--- src/dma_channel_pkg.sv ---
// constants and types shared by the dual dma controller address/count block
package dma_channel_pkg;

  // ==========================================================================
  // io decode: upper twelve bits of the io address select a range
  localparam logic [11:0] PRI_IO_BASE  = 12'h000;
  localparam logic [11:0] SEC_IO_BASE  = 12'h00C;
  localparam logic [11:0] PAGE_IO_BASE = 12'h008;

  // ==========================================================================
  // register index within a controller range
  localparam logic [3:0] REG_STATUS_CMD = 4'h8;
  localparam logic [3:0] REG_MASK_ONE   = 4'hA;
  localparam logic [3:0] REG_MODE       = 4'hB;
  localparam logic [3:0] REG_FF_CTRL    = 4'hC;
  localparam logic [3:0] REG_MASTER_CLR = 4'hD;

  // ==========================================================================
  // field positions
  localparam int CMD_ADDR_HOLD_BIT = 1;
  localparam int MASK_SET_BIT      = 2;
  localparam int MODE_AUTOINIT_BIT = 4;
  localparam int MODE_DECR_BIT     = 5;
  localparam int FF_CTRL_BIT       = 0;

  // ==========================================================================
  // reset values and fixed values
  localparam logic [15:0] WORD_RESET   = 16'h0000;
  localparam logic [7:0]  PAGE_RESET   = 8'h00;
  localparam logic [7:0]  CMD_RESET    = 8'h00;
  localparam logic [7:0]  MASK_RESET   = 8'hFF;
  localparam logic        FF_RESET     = 1'b0;
  localparam logic [15:0] COUNT_LAST   = 16'h0000;
  localparam logic [15:0] WORD_STEP    = 16'h0001;
  localparam logic [2:0]  CASCADE_CHAN = 3'h4;
  localparam int          CHANS        = 8;

  typedef enum {XFER_IDLE, XFER_ACTIVE} xfer_state_t;

endpackage : dma_channel_pkg

--- src/dma_channel_address_count.sv ---
// dual cascaded dma controller: address/count registers, byte pointer, transfer engine
// ============================================================================
// fifo between transfer engine and memory side
module dma_word_fifo #(
  parameter int WIDTH = 40,
  parameter int DEPTH = 16
) (
  input  wire logic             clock,
  input  wire logic             resetn,
  input  wire logic             in_valid,
  output logic                  in_ready,
  input  wire logic [WIDTH-1:0] in_data,
  output logic                  out_valid,
  input  wire logic             out_ready,
  output logic      [WIDTH-1:0] out_data
);
  localparam int AW = $clog2(DEPTH);

  initial begin
    if (DEPTH < 2 || (1 << AW) != DEPTH) $error("fifo depth must be a power of two");
  end

  logic [WIDTH-1:0] store_q [DEPTH];
  logic [AW:0]      wr_ptr_q;
  logic [AW:0]      rd_ptr_q;
  wire              full  = (wr_ptr_q ^ rd_ptr_q) == {1'b1, {AW{1'b0}}};
  wire              empty = (wr_ptr_q == rd_ptr_q);
  wire              push  = in_valid && !full;
  wire              pop   = out_ready && !empty;

  assign in_ready  = !full;
  assign out_valid = !empty;
  assign out_data  = store_q[rd_ptr_q[AW-1:0]];

  always_ff @(posedge clock or negedge resetn) begin
    if (!resetn) begin
      wr_ptr_q <= '0;
      rd_ptr_q <= '0;
    end else begin
      if (push) wr_ptr_q <= wr_ptr_q + 1'b1;
      if (pop) rd_ptr_q <= rd_ptr_q + 1'b1;
    end
  end

  always_ff @(posedge clock) begin
    if (push) store_q[wr_ptr_q[AW-1:0]] <= in_data;
  end
endmodule : dma_word_fifo

// ============================================================================
// Summary of operation
// two four-channel controllers, byte and word
// secondary channel zero only cascades, never transfers
// requests 0-3 primary, 5-7 secondary
// decode 000-00F and 0C0-0CF
// page registers decoded at 080-087, 088-08F read zero
// byte-wide registers, wide values by successive bytes
// any controller range access enters program state
// byte pointer toggles on address/count access
// pointer cleared by reset or master clear
// flip-flop control register sets pointer directly
// software masks channel before reprogramming
// active only on unmasked valid request
// byte transfers: address lines 0-15
// word transfers: lines 1-16, line 0 zero
// page bits drive lines 16-23 on byte transfers, page bits 7-1 drive lines 17-23 on word transfers
// address steps up or down per mode
// address hold freezes channel zero address
// count decrements, terminal count at wrap
// terminal count: mask, or reload address
// autoinit reloads count from base
// base address written with current, write-only
// address port: pointer selects low/high byte
// count port: pointer selects low/high byte
// tc flag set; cleared by reset/clear/read
// software clears pointer, writes low then high
// every channel keeps its own register set
module dma_channel_address_count #(
  parameter int FIFO_DEPTH = 16
) (
  input  wire logic        clock,
  input  wire logic        resetn,
  input  wire logic [15:0] io_addr,
  input  wire logic        io_rd,
  input  wire logic        io_wr,
  input  wire logic [7:0]  io_wdata,
  output logic      [7:0]  io_rdata,
  input  wire logic [7:0]  dreq,
  input  wire logic [15:0] dev_data,
  output logic      [7:0]  dack,
  output logic      [23:0] dma_addr,
  output logic             active,
  output logic      [1:0]  program_state,
  output logic             terminal_count,
  output logic             mem_valid,
  input  wire logic        mem_ready,
  output logic      [23:0] mem_addr,
  output logic      [15:0] mem_data
);
  localparam int N = dma_channel_pkg::CHANS;

  initial begin
    if (FIFO_DEPTH < 2) $error("fifo depth too small");
  end

  // ==========================================================================
  // io decode
  wire       io_acc   = io_rd | io_wr;
  wire       hit_pri  = io_addr[15:4] == dma_channel_pkg::PRI_IO_BASE;
  wire       hit_sec  = io_addr[15:4] == dma_channel_pkg::SEC_IO_BASE;
  wire       hit_page = io_addr[15:4] == dma_channel_pkg::PAGE_IO_BASE;
  wire [3:0] reg_idx  = io_addr[3:0];
  wire [1:0] ctl_hit  = {hit_sec, hit_pri} & {2{io_acc}};
  wire [2:0] acc_chan = {hit_sec, reg_idx[2:1]};

  logic [1:0] ff_q;
  logic [7:0] cmd_q [2];
  logic [7:0] mask_q;
  logic [7:0] tc_q;
  logic [7:0] tc_set;
  logic [1:0] prog_q;
  logic [15:0] cur_addr_q [N];
  logic [15:0] base_addr_q [N];
  logic [15:0] cur_cnt_q [N];
  logic [15:0] base_cnt_q [N];
  logic [7:0]  page_q [N];
  logic [N-1:0] autoinit_q;
  logic [N-1:0] decr_q;
  dma_channel_pkg::xfer_state_t state_q;
  logic [2:0] sel_q;
  logic       fifo_in_ready;

  wire [1:0] chan_acc   = ctl_hit & {2{~reg_idx[3]}};
  wire [1:0] status_rd  = ctl_hit & {2{io_rd && reg_idx == dma_channel_pkg::REG_STATUS_CMD}};
  wire [1:0] cmd_wr     = ctl_hit & {2{io_wr && reg_idx == dma_channel_pkg::REG_STATUS_CMD}};
  wire [1:0] mask_wr    = ctl_hit & {2{io_wr && reg_idx == dma_channel_pkg::REG_MASK_ONE}};
  wire [1:0] mode_wr    = ctl_hit & {2{io_wr && reg_idx == dma_channel_pkg::REG_MODE}};
  wire [1:0] ffc_wr     = ctl_hit & {2{io_wr && reg_idx == dma_channel_pkg::REG_FF_CTRL}};
  wire [1:0] mclr       = ctl_hit & {2{io_wr && reg_idx == dma_channel_pkg::REG_MASTER_CLR}};
  wire       page_wr    = io_wr && hit_page && !reg_idx[3];
  wire       hold_chan0 = cmd_q[0][dma_channel_pkg::CMD_ADDR_HOLD_BIT];

  // ==========================================================================
  // transfer engine
  wire [7:0] req_ok = dreq & ~mask_q & ~(8'h01 << dma_channel_pkg::CASCADE_CHAN);
  logic [2:0] grant;
  always_comb begin
    grant = 3'h0;
    for (int i = N - 1; i >= 0; i--) begin
      if (req_ok[i]) grant = 3'(i);
    end
  end

  wire start     = (state_q == dma_channel_pkg::XFER_IDLE) && (|req_ok) && !io_acc;
  wire xfer_done = (state_q == dma_channel_pkg::XFER_ACTIVE) && fifo_in_ready;
  wire [15:0] g_addr = cur_addr_q[grant];
  wire [7:0]  g_page = page_q[grant];
  wire [23:0] byte_addr = {g_page[7:0], g_addr};
  wire [23:0] word_addr = {g_page[7:1], g_addr, 1'b0};
  wire [23:0] grant_addr = grant[2] ? word_addr : byte_addr;

  always_ff @(posedge clock or negedge resetn) begin
    if (!resetn) begin
      state_q  <= dma_channel_pkg::XFER_IDLE;
      sel_q    <= 3'h0;
      dack     <= 8'h00;
      dma_addr <= 24'h000000;
      active   <= 1'b0;
    end else if (start) begin
      state_q  <= dma_channel_pkg::XFER_ACTIVE;
      sel_q    <= grant;
      dack     <= 8'h01 << grant;
      dma_addr <= grant_addr;
      active   <= 1'b1;
    end else if (xfer_done) begin
      state_q <= dma_channel_pkg::XFER_IDLE;
      dack    <= 8'h00;
      active  <= 1'b0;
    end
  end

  // ==========================================================================
  // byte pointer, command, program state, terminal count flags
  for (genvar k = 0; k < 2; k++) begin : g_ctl
    always_ff @(posedge clock or negedge resetn) begin
      if (!resetn) begin
        ff_q[k]   <= dma_channel_pkg::FF_RESET;
        cmd_q[k]  <= dma_channel_pkg::CMD_RESET;
        prog_q[k] <= 1'b0;
      end else begin
        if (mclr[k]) ff_q[k] <= dma_channel_pkg::FF_RESET;
        else if (ffc_wr[k]) ff_q[k] <= io_wdata[dma_channel_pkg::FF_CTRL_BIT];
        else if (chan_acc[k]) ff_q[k] <= ~ff_q[k];
        if (mclr[k]) cmd_q[k] <= dma_channel_pkg::CMD_RESET;
        else if (cmd_wr[k]) cmd_q[k] <= io_wdata;
        if (ctl_hit[k]) prog_q[k] <= 1'b1;
        else if (start) prog_q[k] <= 1'b0;
      end
    end
  end

  always_ff @(posedge clock or negedge resetn) begin
    if (!resetn) begin
      tc_q           <= 8'h00;
      terminal_count <= 1'b0;
    end else begin
      for (int i = 0; i < N; i++) begin
        if (tc_set[i]) tc_q[i] <= 1'b1;
        else if (mclr[i / 4] || status_rd[i / 4]) tc_q[i] <= 1'b0;
      end
      terminal_count <= tc_set != 8'h00;
    end
  end

  assign program_state = prog_q;

  // ==========================================================================
  // per-channel registers
  for (genvar c = 0; c < N; c++) begin : g_chan
    localparam int K = c / 4;
    wire mine     = xfer_done && sel_q == 3'(c);
    wire at_last  = cur_cnt_q[c] == dma_channel_pkg::COUNT_LAST;
    wire reload   = mine && at_last && autoinit_q[c];
    wire wr_addr  = io_wr && chan_acc[K] && acc_chan == 3'(c) && !reg_idx[0];
    wire wr_cnt   = io_wr && chan_acc[K] && acc_chan == 3'(c) && reg_idx[0];
    wire hold     = (c == 0) && hold_chan0;
    wire sel_mask = mask_wr[K] && io_wdata[1:0] == 2'(c % 4);
    wire sel_mode = mode_wr[K] && io_wdata[1:0] == 2'(c % 4);
    wire [15:0] stepped = decr_q[c] ? cur_addr_q[c] - dma_channel_pkg::WORD_STEP
                                    : cur_addr_q[c] + dma_channel_pkg::WORD_STEP;
    assign tc_set[c] = mine && at_last;

    always_ff @(posedge clock or negedge resetn) begin
      if (!resetn) begin
        cur_addr_q[c]  <= dma_channel_pkg::WORD_RESET;
        base_addr_q[c] <= dma_channel_pkg::WORD_RESET;
        cur_cnt_q[c]   <= dma_channel_pkg::WORD_RESET;
        base_cnt_q[c]  <= dma_channel_pkg::WORD_RESET;
      end else begin
        if (wr_addr && !ff_q[K]) begin
          cur_addr_q[c][7:0]  <= io_wdata;
          base_addr_q[c][7:0] <= io_wdata;
        end else if (wr_addr) begin
          cur_addr_q[c][15:8]  <= io_wdata;
          base_addr_q[c][15:8] <= io_wdata;
        end else if (reload) begin
          cur_addr_q[c] <= base_addr_q[c];
        end else if (mine && !hold) begin
          cur_addr_q[c] <= stepped;
        end
        if (wr_cnt && !ff_q[K]) begin
          cur_cnt_q[c][7:0]  <= io_wdata;
          base_cnt_q[c][7:0] <= io_wdata;
        end else if (wr_cnt) begin
          cur_cnt_q[c][15:8]  <= io_wdata;
          base_cnt_q[c][15:8] <= io_wdata;
        end else if (reload) begin
          cur_cnt_q[c] <= base_cnt_q[c];
        end else if (mine) begin
          cur_cnt_q[c] <= cur_cnt_q[c] - dma_channel_pkg::WORD_STEP;
        end
      end
    end

    always_ff @(posedge clock or negedge resetn) begin
      if (!resetn) begin
        mask_q[c]     <= dma_channel_pkg::MASK_RESET[c];
        autoinit_q[c] <= 1'b0;
        decr_q[c]     <= 1'b0;
        page_q[c]     <= dma_channel_pkg::PAGE_RESET;
      end else begin
        if (mclr[K]) mask_q[c] <= 1'b1;
        else if (tc_set[c] && !autoinit_q[c]) mask_q[c] <= 1'b1;
        else if (sel_mask) mask_q[c] <= io_wdata[dma_channel_pkg::MASK_SET_BIT];
        if (sel_mode) begin
          autoinit_q[c] <= io_wdata[dma_channel_pkg::MODE_AUTOINIT_BIT];
          decr_q[c]     <= io_wdata[dma_channel_pkg::MODE_DECR_BIT];
        end
        if (page_wr && reg_idx[2:0] == 3'(c)) page_q[c] <= io_wdata;
      end
    end
  end

  // ==========================================================================
  // read-back
  wire [15:0] rd_word  = reg_idx[0] ? cur_cnt_q[acc_chan] : cur_addr_q[acc_chan];
  wire        rd_ff    = ff_q[hit_sec];
  wire [7:0]  rd_chan  = rd_ff ? rd_word[15:8] : rd_word[7:0];
  wire [7:0]  rd_stat  = hit_sec ? {dreq[7:4], tc_q[7:4]} : {dreq[3:0], tc_q[3:0]};
  wire [7:0]  rd_page  = reg_idx[3] ? 8'h00 : page_q[reg_idx[2:0]];
  wire        rd_ctl   = hit_pri || hit_sec;
  wire [7:0]  rd_mux   = hit_page ? rd_page
                       : (rd_ctl && !reg_idx[3]) ? rd_chan
                       : (rd_ctl && reg_idx == dma_channel_pkg::REG_STATUS_CMD) ? rd_stat
                       : 8'h00;

  always_ff @(posedge clock or negedge resetn) begin
    if (!resetn) io_rdata <= 8'h00;
    else if (io_rd) io_rdata <= rd_mux;
  end

  // ==========================================================================
  // data buffer and memory-side output stage
  logic        fifo_out_valid;
  logic [39:0] fifo_out_data;
  wire         out_take = fifo_out_valid && (!mem_valid || mem_ready);

  dma_word_fifo #(
    .WIDTH (40),
    .DEPTH (FIFO_DEPTH)
  ) u_fifo (
    .clock     (clock),
    .resetn    (resetn),
    .in_valid  (state_q == dma_channel_pkg::XFER_ACTIVE),
    .in_ready  (fifo_in_ready),
    .in_data   ({dma_addr, dev_data}),
    .out_valid (fifo_out_valid),
    .out_ready (!mem_valid || mem_ready),
    .out_data  (fifo_out_data)
  );

  always_ff @(posedge clock or negedge resetn) begin
    if (!resetn) begin
      mem_valid <= 1'b0;
      mem_addr  <= 24'h000000;
      mem_data  <= 16'h0000;
    end else if (out_take) begin
      mem_valid <= 1'b1;
      mem_addr  <= fifo_out_data[39:16];
      mem_data  <= fifo_out_data[15:0];
    end else if (mem_ready) begin
      mem_valid <= 1'b0;
    end
  end
endmodule : dma_channel_address_count

--- config.mk ---
export PLATFORM = sky130hd
export DESIGN_NAME = dma_channel_address_count
export DESIGN_NICKNAME = d
export VERILOG_FILES = /design/src/dma_channel_pkg.sv /design/src/dma_channel_address_count.sv
export SDC_FILE = /design/constraint.sdc
export NUM_CORES = 2
export LEC_CHECK = 0
export ABC_AREA = 1
export BUFFER_PORTS_ARGS = -buffer_cell sky130_fd_sc_hd__buf_2
export CELL_PAD_IN_SITES_DETAIL_PLACEMENT = 1
export CELL_PAD_IN_SITES_GLOBAL_PLACEMENT = 2
export CORE_AREA = 10 10 435 437
export DETAILED_ROUTE_END_ITERATION = 8
export DIE_AREA = 0 0 445 447
export PLACE_DENSITY = 0.8
export SLEW_MARGIN = 10
export SYNTH_ARGS = -nofsm -noshare
export SYNTH_HDL_FRONTEND = slang
export SYNTH_SLANG_ARGS = --single-unit
--- constraint.sdc ---
create_clock -name clock -period 4.1 [get_ports clock]
set_clock_uncertainty 0.2 [all_clocks]
set_input_delay 1.025 -clock clock [delete_from_list [all_inputs] [get_ports clock]]
set_output_delay 1.025 -clock clock [all_outputs]
set_load 0.02 [all_outputs]
==> reports/metrics.cfg <==
[worst_setup_path]
critical_path_required_ps = 4620
timing.critical_path.fanout_max = 17
critPathLaunchType = flip-flop
worst_ep_arrival_time_ps = 4120
worstSetupPathType = reg -> reg
setup.worst_path.end_class = flip-flop
crit_start = cur_cnt_q[112]
critical_path.reg2reg.startpoint = cur_cnt_q[112]

[clock_network]
clkLatencyLatePin_ps = 820
clock-sinks = 1348
cts.clk_slew.worst_paths_ps = 60
cts_buffer_depth = 3
cts_tree = built
cts_htree_levels = 4
clock_tree.root_cell = sky130_fd_sc_hd__clkbuf_16
cts-buffers-inserted = 156

[synthesis]
post_synth_main_area_contributors = sky130_fd_sc_hd__edfxtp_1 (28%), sky130_fd_sc_hd__dfrtp_1 (25%), sky130_fd_sc_hd__nand2_1 (12%), sky130_fd_sc_hd__o21ai_0 (6.3%), sky130_fd_sc_hd__nor2_1 (5.1%)
yosys_register_bits = 1348
synth_enable_flop_cells = 640
top_ff_cell_synth = sky130_fd_sc_hd__dfrtp_1
yosysWarnings = 0
avg_synthesized_cell_area_um2 = 8.45
synth_top_cell_by_area = sky130_fd_sc_hd__edfxtp_1
synth_async_sr_flop_share_pct = 52.5
postSynthNetCount = 8455
share_of_the_synthesized_area_in_the_top_cell_type_pct = 27.5
number_of_distinct_standard_cells_referenced_by_the_synthesized_netlist = 60
synth_sequential_area_ratio_pct = 52.9
syn-cell-area_um2 = 69800
syn_inst = 8269

[sta]
finalHoldViolations = 0
worst_slew_margin_rel_pct = 25.6
worst-slew-pin-transition_ps = 1120
fin_setup_tns_ps = 0
maxSlewViolCount = 0
whs_ps = 265
post-route-period-util_pct = 87.6
final_period_minus_worst_setup_slack_ps = 3590
maxClockFrequency_ghz = 0.278
rsz_0062_raised_after_global_routing = no
setup-violations-final = 0

[layout]
filler_cells = 21200
area_growth_syn_to_layout_pct = 14.3
post_route_cells_drive_above_1_share_pct = 9.64
design_area_um2 = 79800
utilization_pct = 44.3
finish.net_count = 8643

[die]
num_rows = 156
die_y_um = 447
floorplan.die_area_um2 = 199000
io_pins = 138
floorplan.initialDensity_pct = 38.8
floorplan.die.width_um = 445
placeableCoreArea_um2 = 180000

[global_route]
grt_first_pass_wirelength_um = 427000
gr-total-overflow = 0
number_of_global_route_vias_before_repair = 64100
number_of_antenna_violations_at_the_first_check_in_global_routing = 17
groute.usage.overall_pct = 28.3
grt_max_degree = 235

[drt]
topRoutingLayerUsed = met5
drc = 0
via_per_inst = 5.65
initialDrtViolationCount = 4850
detailroute.wirelength.met2_um = 137000
drt_pass1_iterations = 6
m1WireLength_um = 124000
detail_route_antenna_nets = 0
wl_per_cell_um = 26.3
route.vias.total = 61900
detail_route.wirelength_um = 288000
wl_met3_um = 14000

[placed_design]
port_buffers = 137
detailed_place_hpwl_um = 200000
place_congestion = 0.934
dpl-instance-area_um2 = 74500

[run]
max_cap_violations = 0

[hold_path]
hp-start = base_cnt_q[48]
hp-class = reg -> reg

[power]
pwr_cell_area_nw_per_um2 = 451
leakagePower_nw = 36.1
max-vdd-ir-drop_mv = 0.707

[outcome]
outcome = complete, no violations

critical path: stages, from the launching register on:
cell                      delay, ps
sky130_fd_sc_hd__dfrtp_1        400
sky130_fd_sc_hd__inv_1          170
sky130_fd_sc_hd__ha_1           260
sky130_fd_sc_hd__inv_1           60
sky130_fd_sc_hd__nor2_1         390
sky130_fd_sc_hd__nand2_1        100
sky130_fd_sc_hd__nor2_1         290
sky130_fd_sc_hd__nand4_2        350
sky130_fd_sc_hd__nor2_2         580
sky130_fd_sc_hd__buf_4          330
sky130_fd_sc_hd__nand2_1         80
sky130_fd_sc_hd__o21ai_0         90
sky130_fd_sc_hd__nand2_1         70
sky130_fd_sc_hd__a21oi_1        140
through the flow:
step                      setup WS [ps]  power [W]  std cells
after floorplan                     318     0.0191       8269
final                               507     0.0360      11000
after detailed placement            227     0.0218      10700
after CTS                           562     0.0363      11000
after global placement              328     0.0215      10700
after global routing                296     0.0376      11000
final timing paths:
kind	end	slack, ps	cells after the start
worst max-delay path	cur_cnt_q[121]	510	13
worst min-delay path	base_cnt_q[48]	260	2
worst max register to register	cur_cnt_q[121]	510	13
worst min register to register	base_cnt_q[48]	260	2
max in group asynchronous	base_addr_q[103]	2020	3
min in group asynchronous	base_addr_q[41]	570	2
state kept, by name, indices dropped and copies added, names as in the netlist, 5 cells and up:
register,count
cur_addr_q,128
mask_q,7
page_q,64
base_cnt_q,128
mem_addr,24
mem_data,16
u_fifo.wr_ptr_q,5
io_rdata,8
u_fifo.rd_ptr_q,5
dma_addr,24
base_addr_q,128
decr_q,8
u_fifo.store_q,640
cur_cnt_q,128
dack,8
autoinit_q,8
tc_q,8
repair_timing:
item                      in CTS  in global routing
gates resized for setup        0                  0
setup buffers                  0                  0
hold endpoints to repair      31                  0
hold buffers                   1                  0
synthesized netlist by cell type (all sizes together), types with 4 or more instances:
library cell / number
buf: 93
clkinv: 9
fa: 8
nand4: 112
nand3: 631
nand3b: 44
xnor2: 23
xor2: 140
or2: 33
a21oi: 328
nor2: 990
a21o: 5
inv: 606
and2: 6
nor3: 44
clkbuf: 269
o22ai: 157
dfrtp: 701
ha: 125
o211ai: 58
a221oi: 40
dfstp: 7
o221ai: 64
o21ai: 889
a22oi: 7
nand2: 2172
edfxtp: 640
a211oi: 4
a31oi: 9
o21bai: 19
o21a: 21
where the power goes:
part / switching [W] / leakage, nW / internal, W
sequential: 0.000228 / 15.7 / 0.0144
clock: 0.00620 / 2.58 / 0.00827
combinational: 0.00496 / 17.9 / 0.00197
total: 0.0114 / 36.1 / 0.0246
layout make-up:
| class | count | area (um^2) | share of cell area (%) |
|---|---|---|---|
| clock buffer | 213 | 4330 | 5.42 |
| clock inverter | 78 | 997 | 1.25 |
| antenna | 5 | 12.5 | 0.0157 |
| timing repair buffer | 392 | 2980 | 3.73 |
| tap | 2370 | 2970 | 3.72 |
| multi-input combinational | 5944 | 29300 | 36.7 |
| sequential | 1348 | 37000 | 46.3 |
| inverter | 615 | 2320 | 2.90 |
logic make-up after synthesis:
group                    after synthesis  synth area share (%)
adder cells (fa/ha/maj)              133                  2.47
AO/OA/AOI/OAI                       1610                  12.9
flip-flops                          1348                  52.9
AND/OR/NAND/NOR                     4038                  24.3
buffers and inverters                977                  5.43
XOR/XNOR                             163                  2.04
cell usage in the layout (no fill, tap or decap), types with 157 or more instances in the layout:
cell type,instances
sky130_fd_sc_hd__a21oi_1,325
sky130_fd_sc_hd__nand2_1,2161
sky130_fd_sc_hd__nor2_1,925
sky130_fd_sc_hd__inv_1,548
sky130_fd_sc_hd__edfxtp_1,640
sky130_fd_sc_hd__dfrtp_1,698
sky130_fd_sc_hd__nand3_1,621
sky130_fd_sc_hd__o21ai_0,880
sky130_fd_sc_hd__o22ai_1,157
sky130_fd_sc_hd__buf_4,225
metal layers:
layer | vias to the layer above | GRT usage (%)
met2 | 1731 | 47.6
met3 | 503 | 3.38
li1 | 28400 | -
met4 | 4 | 11.5
met5 | - | 0
met1 | 31300 | 37.2
Note: power is estimated with default switching activity, not from simulation.
